[src/rtl/bbrb_pkg.sv]
// constants and carrier types for the battery-backed register bank
package bbrb_pkg;
   localparam logic [31:0] BASE_ADDR = 32'h0000_A400;
   localparam logic [7:0] OFF_STATUS = 8'h00;
   localparam logic [7:0] OFF_TEST_A = 8'h04;
   localparam logic [7:0] OFF_CLK_EN = 8'h08;
   localparam logic [7:0] OFF_TEST_B = 8'h10;
   localparam logic [7:0] OFF_TEST_C = 8'h14;
   localparam logic [7:0] OFF_ALT_FN = 8'h18;
   localparam logic [7:0] OFF_TEST_D = 8'h1C;
   localparam int BIT_BAT_RST = 7;
   localparam int BIT_WATCHDOG = 5;
   localparam int BIT_XTAL = 0;
   localparam logic RST_BAT_RST = 1'b1;
   localparam logic RST_WATCHDOG = 1'b0;
   localparam logic [31:0] RST_WORD = 32'h0000_0000;

   typedef struct packed {
      logic rd;
      logic wr;
      logic [31:0] addr;
      logic [31:0] wdata;
   } reg_req_t;
endpackage : bbrb_pkg

[src/rtl/bbrb_sync2.sv]
// two flip-flop synchroniser for single-bit inputs
`timescale 1ns/1ps
module bbrb_sync2 (
   // clock and reset
   input wire logic clk,
   input wire logic rst_b,
   // data
   input wire logic d,
   output logic q
);
   logic meta_r;
   always_ff @(posedge clk or negedge rst_b) begin
      if (!rst_b) begin
         meta_r <= 1'b0;
         q <= 1'b0;
      end else begin
         meta_r <= d;
         q <= meta_r;
      end
   end
endmodule : bbrb_sync2

[src/rtl/battery_backed_register_bank.sv]
// battery-backed register bank with status flags and event interrupt
`timescale 1ns/1ps
module battery_backed_register_bank (
   // clock and battery reset
   input wire logic core_clk,
   input wire logic rst_b,
   // register interface
   input wire bbrb_pkg::reg_req_t req,
   output logic [31:0] rdata,
   output logic rvalid,
   output logic hit,
   // events and status
   input wire logic watchdog_event,
   input wire logic slow_crystal_detect,
   output logic power_fail_event_irq,
   // control words to the clock and pin logic
   output logic [31:0] slow_clock_enable_control,
   output logic [31:0] alternate_function_standby_control
);
   // battery reset release
   logic rst_meta_r;
   logic rst_sync_r;

   // synchronised inputs and watchdog edge detect
   logic wd_sync;
   logic xtal_sync;
   logic wd_prev_r;

   // status flags
   logic bat_rst_r;
   logic bat_rst_nxt;
   logic wd_flag_r;
   logic wd_flag_nxt;

   // control and test storage
   logic [31:0] clk_en_r;
   logic [31:0] alt_fn_r;
   logic [31:0] test_r [4];

   // read path
   logic [31:0] rdata_r;
   logic rvalid_r;
   logic [31:0] rd_mux;
   logic [7:0] status_word;

   // release of the battery reset, asserted asynchronously
   // released in step with core_clk so no flop sees the edge inside its aperture
   always_ff @(posedge core_clk or negedge rst_b) begin
      if (!rst_b) begin
         rst_meta_r <= 1'b0;
         rst_sync_r <= 1'b0;
      end else begin
         rst_meta_r <= 1'b1;
         rst_sync_r <= rst_meta_r;
      end
   end

   // watchdog event and crystal detect come from other domains
   bbrb_sync2 u_watchdog_sync (
      .clk(core_clk),
      .rst_b(rst_sync_r),
      .d(watchdog_event),
      .q(wd_sync)
   );

   // crystal presence, shown read-only at status bit 0
   bbrb_sync2 u_xtal_sync (
      .clk(core_clk),
      .rst_b(rst_sync_r),
      .d(slow_crystal_detect),
      .q(xtal_sync)
   );

   // full 32-bit match; the bank has no alias elsewhere in the space
   function automatic logic sel(input logic [31:0] a, input logic [7:0] off);
      sel = (a == bbrb_pkg::BASE_ADDR + {24'h00_0000, off});
   endfunction : sel

   wire sel_status = sel(req.addr, bbrb_pkg::OFF_STATUS);
   wire sel_clk_en = sel(req.addr, bbrb_pkg::OFF_CLK_EN);
   wire sel_alt_fn = sel(req.addr, bbrb_pkg::OFF_ALT_FN);
   wire sel_test_a = sel(req.addr, bbrb_pkg::OFF_TEST_A);
   wire sel_test_b = sel(req.addr, bbrb_pkg::OFF_TEST_B);
   wire sel_test_c = sel(req.addr, bbrb_pkg::OFF_TEST_C);
   wire sel_test_d = sel(req.addr, bbrb_pkg::OFF_TEST_D);
   // hit covers every mapped offset, test registers included
   wire any_sel = sel_status | sel_clk_en | sel_alt_fn | sel_test_a | sel_test_b
                  | sel_test_c | sel_test_d;
   // write strobes per register
   wire wr_status = req.wr & sel_status;
   wire wr_clk_en = req.wr & sel_clk_en;
   wire wr_alt_fn = req.wr & sel_alt_fn;
   // test register strobes, one bit per register
   wire [3:0] test_sel = {sel_test_d, sel_test_c, sel_test_b, sel_test_a};
   // edge, not level: a watchdog held high must not set the flag again after a clear
   wire wd_rise = wd_sync & ~wd_prev_r;

   // one status bit under write-one-to-clear
   function automatic logic w1c(input logic cur, input logic wr_hit, input logic one);
      w1c = cur & ~(wr_hit & one);
   endfunction : w1c

   // write-one-to-clear; a watchdog event in the clearing cycle wins
   assign bat_rst_nxt = w1c(bat_rst_r, wr_status, req.wdata[bbrb_pkg::BIT_BAT_RST]);
   assign wd_flag_nxt = wd_rise |
                        w1c(wd_flag_r, wr_status, req.wdata[bbrb_pkg::BIT_WATCHDOG]);

   // reserved bits stay zero
   assign status_word = {bat_rst_r, 1'b0, wd_flag_r, 4'h0, xtal_sync};
   wire [31:0] status_rd = {24'h00_0000, status_word};

   // read selection; an address outside the map gives zero
   assign rd_mux = sel_status ? status_rd :
                   sel_clk_en ? clk_en_r :
                   sel_alt_fn ? alt_fn_r :
                   sel_test_a ? test_r[0] :
                   sel_test_b ? test_r[1] :
                   sel_test_c ? test_r[2] :
                   sel_test_d ? test_r[3] : bbrb_pkg::RST_WORD;

   // battery reset flag; only the battery reset sets it
   always_ff @(posedge core_clk or negedge rst_sync_r) begin
      if (!rst_sync_r) begin
         bat_rst_r <= bbrb_pkg::RST_BAT_RST;
      end else begin
         bat_rst_r <= bat_rst_nxt;
      end
   end

   // watchdog flag; nothing from the standby side resets it
   always_ff @(posedge core_clk or negedge rst_sync_r) begin
      if (!rst_sync_r) begin
         wd_flag_r <= bbrb_pkg::RST_WATCHDOG;
      end else begin
         wd_flag_r <= wd_flag_nxt;
      end
   end

   // idles low like the pin, so no false event after reset
   always_ff @(posedge core_clk or negedge rst_sync_r) begin
      if (!rst_sync_r) begin
         wd_prev_r <= 1'b0;
      end else begin
         wd_prev_r <= wd_sync;
      end
   end

   // full-word writes only; there are no byte lanes
   // clock enable control word
   always_ff @(posedge core_clk or negedge rst_sync_r) begin
      if (!rst_sync_r) begin
         clk_en_r <= bbrb_pkg::RST_WORD;
      end else if (wr_clk_en) begin
         clk_en_r <= req.wdata;
      end
   end

   // standby control word
   always_ff @(posedge core_clk or negedge rst_sync_r) begin
      if (!rst_sync_r) begin
         alt_fn_r <= bbrb_pkg::RST_WORD;
      end else if (wr_alt_fn) begin
         alt_fn_r <= req.wdata;
      end
   end

   // test registers keep what is written; nothing else reads them
   genvar gi;
   generate
      for (gi = 0; gi < 4; gi++) begin : g_test
         always_ff @(posedge core_clk or negedge rst_sync_r) begin
            if (!rst_sync_r) begin
               test_r[gi] <= bbrb_pkg::RST_WORD;
            end else if (req.wr && test_sel[gi]) begin
               test_r[gi] <= req.wdata;
            end
         end
      end
   endgenerate

   // one answer per read strobe; reads may run back to back
   // read answer one cycle after the request
   always_ff @(posedge core_clk or negedge rst_sync_r) begin
      if (!rst_sync_r) begin
         rvalid_r <= 1'b0;
      end else begin
         rvalid_r <= req.rd;
      end
   end

   // zero outside a read so a stale word never shows; unmapped reads give zero
   always_ff @(posedge core_clk or negedge rst_sync_r) begin
      if (!rst_sync_r) begin
         rdata_r <= bbrb_pkg::RST_WORD;
      end else begin
         rdata_r <= req.rd ? rd_mux : bbrb_pkg::RST_WORD;
      end
   end

   // outputs
   assign rdata = rdata_r;
   assign rvalid = rvalid_r;
   assign hit = any_sel;
   // a level while either flag stands; firmware clears it through the flags
   assign power_fail_event_irq = bat_rst_r | wd_flag_r;

   // control words straight from their flops
   assign slow_clock_enable_control = clk_en_r;
   assign alternate_function_standby_control = alt_fn_r;
endmodule : battery_backed_register_bank

[config.mk]
export PLATFORM = sky130hd
export DESIGN_NAME = battery_backed_register_bank
export DESIGN_NICKNAME = d
export VERILOG_FILES = /design/src/rtl/bbrb_pkg.sv /design/src/rtl/bbrb_sync2.sv /design/src/rtl/battery_backed_register_bank.sv
export SDC_FILE = /design/constraint.sdc
export NUM_CORES = 1
export LEC_CHECK = 0
export BUFFER_PORTS_ARGS = -buffer_cell sky130_fd_sc_hd__buf_4
export CAP_MARGIN = 20
export CORE_MARGIN = 5
export CORE_UTILIZATION = 55
export CTS_CLUSTER_DIAMETER = 200
export CTS_CLUSTER_SIZE = 12
export DETAILED_ROUTE_END_ITERATION = 12
export PLACE_DENSITY = 0.78
export SLEW_MARGIN = 40
export SYNTH_ARGS = -nofsm -noshare
export SYNTH_HDL_FRONTEND = slang
export SYNTH_SLANG_ARGS = --single-unit
[constraint.sdc]
create_clock -name core_clk -period 12.5 [get_ports core_clk]
set_input_delay 2.5 -clock core_clk [delete_from_list [all_inputs] [get_ports core_clk]]
set_output_delay 2.5 -clock core_clk [all_outputs]
set_load 0.01 [all_outputs]
==> results of run 1 <==
## synth_stat cells, drive strengths merged
| cell type | instances | area share |
|---|---|---|
| o211ai | 4 | 0.0029 |
| nor4 | 4 | 0.0045 |
| dfrtp | 233 | 0.57 |
| and2 | 2 | 0.0012 |
| o31ai | 8 | 0.0058 |
| nand3 | 8 | 0.0063 |
| o21ai | 39 | 0.019 |
| buf | 27 | 0.018 |
| a211oi | 17 | 0.012 |
| o221ai | 1 | 0.00085 |
| a221oi | 29 | 0.025 |
| nor4bb | 1 | 0.00097 |
| nand2 | 57 | 0.021 |
| inv | 1 | 0.00037 |
| nor4b | 1 | 0.00085 |
| nand3b | 1 | 0.00073 |
| clkbuf | 28 | 0.010 |
| a22oi | 3 | 0.0022 |
| nor2b | 2 | 0.0012 |
| nor2 | 43 | 0.017 |
| dfstp | 1 | 0.0026 |
| mux2 | 215 | 0.24 |
| o2111ai | 1 | 0.00085 |
| conb | 1 | 0.00037 |
| nand2b | 2 | 0.0012 |
| and4 | 1 | 0.00085 |
| a22o | 10 | 0.0085 |
| o211a | 1 | 0.00097 |
| or3 | 1 | 0.00061 |
| a21oi | 18 | 0.0088 |
| a222oi | 9 | 0.0088 |
| or4 | 2 | 0.0022 |
| a211o | 1 | 0.00085 |
| a21boi | 2 | 0.0015 |
| a311oi | 2 | 0.0017 |
| or2 | 2 | 0.0012 |
| nor3 | 5 | 0.0051 |
## cell usage in the layout (no fill, tap or decap), drive strengths merged, types with 3 or more instances in the layout
cell,count
a22oi,3
nor2,43
dfrtp,233
nand2,57
a221oi,29
a211oi,17
a21oi,18
buf,186
mux2,215
nor4,4
clkbuf,31
nand3,8
o31ai,8
a222oi,9
nor3,5
o21ai,39
o211ai,4
a22o,10
## power by group through the flow
stage / Clock, mW / Sequential, mW / Combinational, mW
after global routing: 0.649 / 0.762 / 0.0722
after CTS: 0.615 / 0.762 / 0.0657
after floorplan: 0 / 0.784 / 0.0195
after global placement: 0 / 0.776 / 0.0638
final: 0.605 / 0.762 / 0.0655
after detailed placement: 0 / 0.776 / 0.0654
## layer usage
layer / global-route usage / routed length, um
met1: 0.332 / 10900
met2: 0.410 / 12800
met3: 0.0475 / 1850
met4: 0.0536 / 339
met5: 0 / 0
## stage by stage
step           utilization  hold slack (ns)  std cells  power [mW]  instance area (um2)
6_report             0.671            0.336       1180        1.43                12400
2_1_floorplan            -            0.331        783       0.803                10300
4_1_cts              0.670            0.358       1180        1.44                12400
3_3_place_gp         0.630            0.335       1143       0.840                11700
5_1_grt              0.671            0.370       1180        1.48                12400
3_5_place_dp         0.637            0.336       1148       0.842                11800
## cells by family after synthesis
group / share of synthesized area
flip-flops: 0.570
multiplexers: 0.236
AO/OA/AOI/OAI: 0.0999
AND/OR/NAND/NOR: 0.0651
buffers and inverters: 0.0285
other: 0.000365
## worst min-delay path by stage
stage,from,endpoint,slack (ns),depth (start not counted)
2_1_floorplan,rst_meta_r,rst_sync_r,0.33,0
3_3_place_gp,rst_meta_r,rst_sync_r,0.34,0
3_5_place_dp,rst_meta_r,rst_sync_r,0.34,0
4_1_cts,u_watchdog_sync.meta_r,u_watchdog_sync.q,0.36,0
5_1_grt,rst_meta_r,rst_sync_r,0.37,0
6_report,rst_sync_r,alternate_function_standby_control[3],0.34,0
## registers in the layout, summed over array words and instances (netlist names)
register and cells:
alternate_function_standby_control 32, u_watchdog_sync.q 1, rdata 32, rvalid 1, bat_rst_r 1, u_watchdog_sync.meta_r 1
test_r 128, u_xtal_sync.meta_r 1, rst_sync_r 1, slow_clock_enable_control 32, u_xtal_sync.q 1, rst_meta_r 1
wd_prev_r 1, wd_flag_r 1
## area by class of cell
type,count,area (um2)
inverter,1,3.75
multi-input combinational,493,4180
clock inverter,1,8.76
timing repair buffer,186,1470
tap,234,293
fill,1404,6100
sequential,234,5860
clock buffer,31,606
## worst max-delay path, delay by kind of cell
kind	cells	cell delay, ns
AOI/OAI and AO/OA	1	0.28
buffers and inverters	2	0.23
and+or+nand+nor	2	1.12
==> results.sh, run 1 <==
export IMPL_cp_max_fo=15
export IMPL_cts_setup_buffers=0
export IMPL_drtIter0Drc=491
export IMPL_cpMostUsedCell="buf_4"
export IMPL_crit_start="req[33]"
export IMPL_post_drt_wl_per_cell_um=22.0
export IMPL_yosys_warnings=0
export IMPL_r2r_cells=2
export IMPL_cts_tree="built"
export IMPL_required_ns=10.00
export IMPL_hold_buffers=0
export IMPL_p_sw_uw=318
export IMPL_design_portCount=169
export IMPL_cts_htree_levels=1
export IMPL_ys_types=48
export IMPL_crit_end="hit"
export IMPL_drc_errors=0
export IMPL_start_kind="primary input"
export IMPL_period_share=0.531
export IMPL_yosysSeqAreaShare=0.570
export IMPL_ant_nets=0
export IMPL_pwr_density_cell_nw_per_um2=115
export IMPL_path_cells="buf_4 > or2_2 > nor2_2 > o211a_1 > buf_4"
export IMPL_clock_sinks=234
export IMPL_cp_slowest_stage_delay_ns=0.64
export IMPL_cp_slowest_cell="nor2_2"
export IMPL_numCtsBuffers=23
export IMPL_drt_first_pass_iters=5
export IMPL_grt_max_degree=78
export IMPL_pre_cts_ws_ns=5.86
export IMPL_die_h_um=147
export IMPL_initial_core_util=0.555
export IMPL_cts_root_buf="clkbuf_16"
export IMPL_finalHoldViolations=0
export IMPL_syn_area_per_cell_um2=13.1
export IMPL_clkPwrFrac=0.422
export IMPL_crit_type="primary input to output pin"
export IMPL_grtUsageTotal=0.244
export IMPL_drt_total_wl_mm=26.0
export IMPL_diodes=0
export IMPL_core_area_um2=18500
export IMPL_leakage_nw=6.10
export IMPL_status="complete, no violations"
export IMPL_die_x_um=147
export IMPL_relSlewSlack=0.485
export IMPL_antenna_found_initial=0
export IMPL_hold_path_class="flip-flop to asynchronous set/reset pin"
export IMPL_rsz0062_at_grt="no"
export IMPL_crit_path_end_kind="output pin"
export IMPL_drv_slew=0
export IMPL_critPathArrivalTime_ns=4.14
export IMPL_clk_pin_slew_ns=0.06
export IMPL_max_cap_violations=0
export IMPL_fin_setup_tns_ns=0
export IMPL_rrSetupSlack_ns=10.56
export IMPL_power_share_sequential=0.532
export IMPL_final_nets=1009
export IMPL_vdd_drop_max_mv=0.0981
export IMPL_comb_power_share=0.046
export IMPL_clk_path_buf_depth=3
export IMPL_grt_overflow=0
export IMPL_clock_skew_ns=0.0154
export IMPL_die_area_um2=21500
export IMPL_swShare=0.222
export IMPL_power_internal_mw=1.11
export IMPL_gp_congestion=0.781
export IMPL_syn_inst=783
export IMPL_rows=50
export IMPL_clk_latency_ns=0.50
export IMPL_area_growth_syn_to_layout_pct=20.9
export IMPL_viasPerCell=6.10
export IMPL_grt_pass1_vias=7688
export IMPL_ys_seq_elements=234
export IMPL_final_setup_viol_count=0
export IMPL_synthesis_area_um2=10300
export IMPL_synth_nets=853
export IMPL_drive_above_1_share=0.462
export IMPL_vias=7203
export IMPL_setup_ws_ns=5.86
export IMPL_period_needed_ns=6.64
export IMPL_clock_fmax_mhz=151
export IMPL_tightest_slew_ns=0.770
export IMPL_postCtsResizedCells=0
export IMPL_r2r_start="rst_sync_r"
export IMPL_grt_pass1_wl_mm=42.5
export IMPL_portBuffers=168
export IMPL_dp_hpwl_mm=16.6
export IMPL_r2r_end="test_r[12]"
Power figures use the tool's default switching activity.
==> run 2: changes to the inputs <==
==> constraint.sdc (replaced) <==
create_clock -name core_clk -period 6.8 [get_ports core_clk]
set_input_delay 1.36 -clock core_clk [delete_from_list [all_inputs] [get_ports core_clk]]
set_output_delay 1.36 -clock core_clk [all_outputs]
set_load 0.01 [all_outputs]
==> run 2 against run 1 <==
  * Clock power up 83%
  * Sequential power up 84%
  * Final cell count about the same
  * Global-route usage up 0.80 points
  * Power up 84%
  * Register-to-register slack worse by 5.2 ns
  * Hold slack worse by 0.028 ns
  * Die area unchanged
  * Critical path depth unchanged
  * Final area about the same
  * Via count up 1.5%
  * Combinational power up 89%
  * Critical endpoint unchanged
  * Highest routed layer unchanged
==> results.sh, run 2 (synthesized netlist as in run 1, its figures left out) <==
export IMPL_max_cap_violations=0
export IMPL_cts_tree="built"
export IMPL_grt_pass1_wl_mm=43.8
export IMPL_clock_sinks=234
export IMPL_vias=7310
export IMPL_diodes=0
export IMPL_cp_slowest_cell="nor2_2"
export IMPL_cp_max_fo=15
export IMPL_drtIter0Drc=547
export IMPL_r2r_start="test_r[20]"
export IMPL_power_internal_mw=2.05
export IMPL_layout_common_cells="dfrtp_1, mux2_2, buf_4, nand2_1, o21ai_0"
export IMPL_crit_start="req[33]"
export IMPL_period_needed_ns=4.34
export IMPL_design_portCount=169
export IMPL_cts_htree_levels=1
export IMPL_hold_path_class="flip-flop to asynchronous set/reset pin"
export IMPL_critPathBufInv=2
export IMPL_setup_ws_ns=2.46
export IMPL_cpMostUsedCell="buf_4"
export IMPL_postCtsResizedCells=0
export IMPL_fillerInstances=1378
export IMPL_clk_path_buf_depth=3
export IMPL_status="complete, no violations"
export IMPL_crit_type="primary input to output pin"
export IMPL_critPathArrivalTime_ns=2.98
export IMPL_final_setup_viol_count=0
export IMPL_r2r_end="rdata[20]"
export IMPL_grtUsageTotal=0.252
export IMPL_hold_buffers=0
export IMPL_dp_hpwl_mm=17.7
export IMPL_largest_reg_flops=128
export IMPL_clkPwrFrac=0.422
export IMPL_clk_pin_slew_ns=0.06
export IMPL_swShare=0.223
export IMPL_path_cells="buf_4 > or2_2 > nor2_2 > o211a_1 > buf_4"
export IMPL_rsz0062_at_grt="no"
export IMPL_cts_setup_buffers=0
export IMPL_comb_power_share=0.047
export IMPL_pre_cts_ws_ns=2.29
export IMPL_cts_root_buf="clkbuf_16"
export IMPL_clk_latency_ns=0.51
export IMPL_grt_pass1_vias=7883
export IMPL_r2r_cells=4
export IMPL_leakage_nw=6.10
export IMPL_cp_slowest_stage_delay_ns=0.63
export IMPL_core_area_um2=18500
export IMPL_initial_core_util=0.555
export IMPL_drive_above_1_share=0.464
export IMPL_ant_nets=0
export IMPL_period_share=0.638
export IMPL_drt_first_pass_iters=5
export IMPL_pwr_density_cell_nw_per_um2=212
export IMPL_rows=50
export IMPL_p_sw_uw=589
export IMPL_die_x_um=147
export IMPL_grt_overflow=0
export IMPL_numCtsBuffers=23
export IMPL_tightest_slew_ns=0.837
export IMPL_drt_total_wl_mm=27.0
export IMPL_final_nets=1010
export IMPL_clock_fmax_mhz=230
export IMPL_crit_path_end_kind="output pin"
export IMPL_critPathTopFamily="simple AND/OR/NAND/NOR gates"
export IMPL_relSlewSlack=0.441
export IMPL_die_area_um2=21500
export IMPL_mostFrequentLayoutCell="dfrtp_1"
export IMPL_required_ns=5.44
export IMPL_post_drt_wl_per_cell_um=22.9
export IMPL_regMostFlops="test_r"
export IMPL_drv_slew=0
export IMPL_clock_skew_ns=0.0231
export IMPL_portBuffers=168
export IMPL_antenna_found_initial=0
export IMPL_die_h_um=147
export IMPL_power_share_sequential=0.531
export IMPL_rrSetupSlack_ns=5.37
export IMPL_vdd_drop_max_mv=0.180
export IMPL_grt_max_degree=74
export IMPL_fin_setup_tns_ns=0
export IMPL_viasPerCell=6.19
export IMPL_area_growth_syn_to_layout_pct=21.0
export IMPL_finalHoldViolations=0
export IMPL_gp_congestion=0.794
export IMPL_drc_errors=0
export IMPL_start_kind="primary input"
==> run 2: cell count changes in the layout (fill, tap and decap cells not counted), sizes merged <==
cell / previous run / this run
buf: 186 / 187
==> run 2: layer usage <==
metal / up-vias / global-route usage / part of all wire
li1: 3192 / - / -
met1: 3766 / 0.348 / 0.42
met2: 298 / 0.416 / 0.49
met3: 54 / 0.0366 / 0.065
met4: 0 / 0.0790 / 0.026
met5: - / 0 / 0
==> run 2: power by group through the flow <==
stage               sequential [mW]  clock, mW  combinational [mW]
finish                         1.40       1.11               0.124
global route                   1.40       1.18               0.136
CTS                            1.40       1.13               0.124
detailed placement             1.43          0               0.123
global placement               1.43          0               0.120
floorplan                      1.44          0              0.0358
==> run 2: per-stage QoR <==
step	hold WS, ns	instance area, um2	std cells	utilization	power, mW
finish	0.308	12400	1181	0.671	2.64
global route	0.364	12400	1181	0.671	2.72
CTS	0.318	12400	1181	0.670	2.66
detailed placement	0.324	11800	1149	0.637	1.55
global placement	0.321	11700	1142	0.630	1.55
floorplan	0.331	10300	783	-	1.48
==> run 2: how the worst max path moves through the flow <==
stage | endpoint | slack [ns] | cells after the start
3_5_place_dp | slow_clock_enable_control[29] | 2.29 | 8
2_1_floorplan | alternate_function_standby_control[0] | 2.96 | 0
6_report | hit | 2.46 | 5
3_3_place_gp | slow_clock_enable_control[29] | 2.18 | 6
4_1_cts | hit | 2.47 | 5
5_1_grt | hit | 2.40 | 5
==> run 2: layout make-up <==
| class | count | area [um2] | area share |
|---|---|---|---|
| flip-flops and latches | 234 | 5860 | 0.472 |
| multi-input cells | 493 | 4180 | 0.336 |
| clock buffers | 31 | 606 | 0.0488 |
| inverters | 1 | 3.75 | 0.000302 |
| clock inverters | 1 | 8.76 | 0.000705 |
| repair buffers | 187 | 1470 | 0.119 |
| well taps | 234 | 293 | 0.0236 |
==> run 3: changes to the inputs <==
--- a/config.mk
+++ b/config.mk
@@ -8,11 +8,11 @@
 export BUFFER_PORTS_ARGS = -buffer_cell sky130_fd_sc_hd__buf_4
 export CAP_MARGIN = 20
 export CORE_MARGIN = 5
-export CORE_UTILIZATION = 55
+export CORE_UTILIZATION = 51
 export CTS_CLUSTER_DIAMETER = 200
 export CTS_CLUSTER_SIZE = 12
 export DETAILED_ROUTE_END_ITERATION = 12
-export PLACE_DENSITY = 0.78
+export PLACE_DENSITY = 0.76
 export SLEW_MARGIN = 40
 export SYNTH_ARGS = -nofsm -noshare
 export SYNTH_HDL_FRONTEND = slang
==> constraint.sdc (replaced) <==
create_clock -name core_clk -period 3.5 [get_ports core_clk]
set_input_delay 0.7 -clock core_clk [delete_from_list [all_inputs] [get_ports core_clk]]
set_output_delay 0.7 -clock core_clk [all_outputs]
set_load 0.01 [all_outputs]
==> run 3 against run 2 <==
  * Via count up 0.59%
  * Die area grew 7.3%
  * Power increased by 94%
  * Setup slack got worse by 1.8 ns
  * Clock power up 95%
  * Clock-buffer cell count down 1
  * Global-route usage fell by 2.6 points
  * Sequential power grew 94%
  * Critical path depth rose by 1
  * Critical path type unchanged
  * Largest cell class unchanged
==> results.sh, run 3 (synthesized netlist as in run 1, its figures left out) <==
export IMPL_rrSetupSlack_ns=2.11
export IMPL_regMostFlops="test_r"
export IMPL_rsz0062_at_grt="no"
export IMPL_power_internal_mw=3.99
export IMPL_pwr_density_cell_nw_per_um2=407
export IMPL_cp_max_fo=4
export IMPL_period_needed_ns=2.86
export IMPL_critPathArrivalTime_ns=2.16
export IMPL_initial_core_util=0.512
export IMPL_drt_first_pass_iters=5
export IMPL_clk_latency_ns=0.51
export IMPL_diodes=0
export IMPL_mostFrequentLayoutCell="dfrtp_1"
export IMPL_dp_hpwl_mm=17.8
export IMPL_grt_pass1_wl_mm=42.8
export IMPL_hold_path_class="flip-flop to asynchronous set/reset pin"
export IMPL_gp_congestion=0.809
export IMPL_cts_tree="built"
export IMPL_clk_pin_slew_ns=0.06
export IMPL_relSlewSlack=0.593
export IMPL_clk_path_buf_depth=3
export IMPL_finalHoldViolations=0
export IMPL_clock_sinks=234
export IMPL_antenna_found_initial=0
export IMPL_r2r_start="test_r[38]"
export IMPL_crit_path_end_kind="output pin"
export IMPL_period_share=0.818
export IMPL_vias=7353
export IMPL_clkPwrFrac=0.421
export IMPL_drive_above_1_share=0.468
export IMPL_die_area_um2=23100
export IMPL_drtIter0Drc=500
export IMPL_core_area_um2=20000
export IMPL_final_setup_viol_count=0
export IMPL_max_cap_violations=0
export IMPL_r2r_end="rdata[6]"
export IMPL_hold_buffers=1
export IMPL_power_share_sequential=0.530
export IMPL_numCtsBuffers=23
export IMPL_post_drt_wl_per_cell_um=21.6
export IMPL_required_ns=2.80
export IMPL_ant_nets=0
export IMPL_area_growth_syn_to_layout_pct=22.7
export IMPL_stdcell_count=1234
export IMPL_cts_htree_levels=1
export IMPL_grt_pass1_vias=7518
export IMPL_vdd_drop_max_mv=0.347
export IMPL_clock_fmax_mhz=349
export IMPL_swShare=0.221
export IMPL_viasPerCell=5.96
export IMPL_dp_cells=1200
export IMPL_design_portCount=169
export IMPL_final_cell_area_um2=12600
export IMPL_drc_errors=0
export IMPL_hold_ws_ns=0.217
export IMPL_grtUsageTotal=0.226
export IMPL_portBuffers=168
export IMPL_drt_total_wl_mm=26.7
export IMPL_crit_end="hit"
export IMPL_postPlaceCellArea_um2=11900
export IMPL_layout_common_cells="dfrtp_1, mux2_2, buf_4, nand2_1, o21ai_0"
export IMPL_die_h_um=152
export IMPL_largest_reg_flops=128
export IMPL_start_kind="primary input"
export IMPL_final_nets=1027
export IMPL_drv_slew=0
export IMPL_rows=52
export IMPL_die_x_um=152
export IMPL_postCtsResizedCells=0
export IMPL_grt_overflow=0
export IMPL_clock_skew_ns=0.00896
export IMPL_status="complete, no violations"
export IMPL_grt_max_degree=69
export IMPL_p_sw_mw=1.13
export IMPL_tightest_slew_ns=0.610
export IMPL_crit_start="req[56]"
export IMPL_fin_setup_tns_ns=0
export IMPL_r2r_cells=5
export IMPL_crit_type="primary input to output pin"
export IMPL_cts_root_buf="clkbuf_16"
export IMPL_cts_setup_buffers=0
export IMPL_leakage_nw=6.18
export IMPL_comb_power_share=0.049
[run 3: worst max-delay path, cell delays in order]
cell	delay [ns]
buf_4	0.11
or4_4	0.54
nor2_4	0.19
and2_1	0.28
o211a_1	0.22
buf_4	0.13
[run 3: area by class of cell]
cell class,instances,area [um2]
multi-input combinational,493,4160
sequential,234,5860
fill,1584,7440
tap,270,338
clock buffer,30,602
timing repair buffer,204,1620
clock inverter,2,17.5
inverter,1,3.75
[run 3: power by group through the flow]
stage	Combinational, mW	Sequential, mW	Clock [mW]
global route	0.277	2.72	2.32
global placement	0.237	2.78	0
detailed placement	0.240	2.78	0
floorplan	0.0695	2.80	0
finish	0.253	2.72	2.16
CTS	0.241	2.73	2.21
[run 3: how the worst min path moves through the flow]
stage                                            endpoint  cells past startpoint                   start  slack, ns
finish              alternate_function_standby_control[8]                      0              rst_sync_r       0.22
global route        alternate_function_standby_control[8]                      0              rst_sync_r       0.24
CTS                                u_watchdog_sync.meta_r                      1          watchdog_event       0.28
detailed placement                      u_watchdog_sync.q                      0  u_watchdog_sync.meta_r       0.34
global placement                               rst_sync_r                      0              rst_meta_r       0.33
floorplan                                      rst_sync_r                      0              rst_meta_r       0.33
[run 3: metal layers]
metal,GRT usage,up-vias,share of wire,wire [um]
met5,0,-,0,0
met2,0.366,298,0.49,13000
li1,-,3235,-,-
met4,0.0642,0,0.024,644
met1,0.315,3769,0.42,11200
met3,0.0441,51,0.071,1890
[run 3: per-stage QoR]
step	worst slack, ns	util	power (mW)
after floorplan	0.982	-	2.87
after global placement	0.651	0.596	3.01
after detailed placement	0.649	0.596	3.02
after CTS	0.640	0.628	5.18
after global routing	0.572	0.629	5.32
final	0.636	0.629	5.13
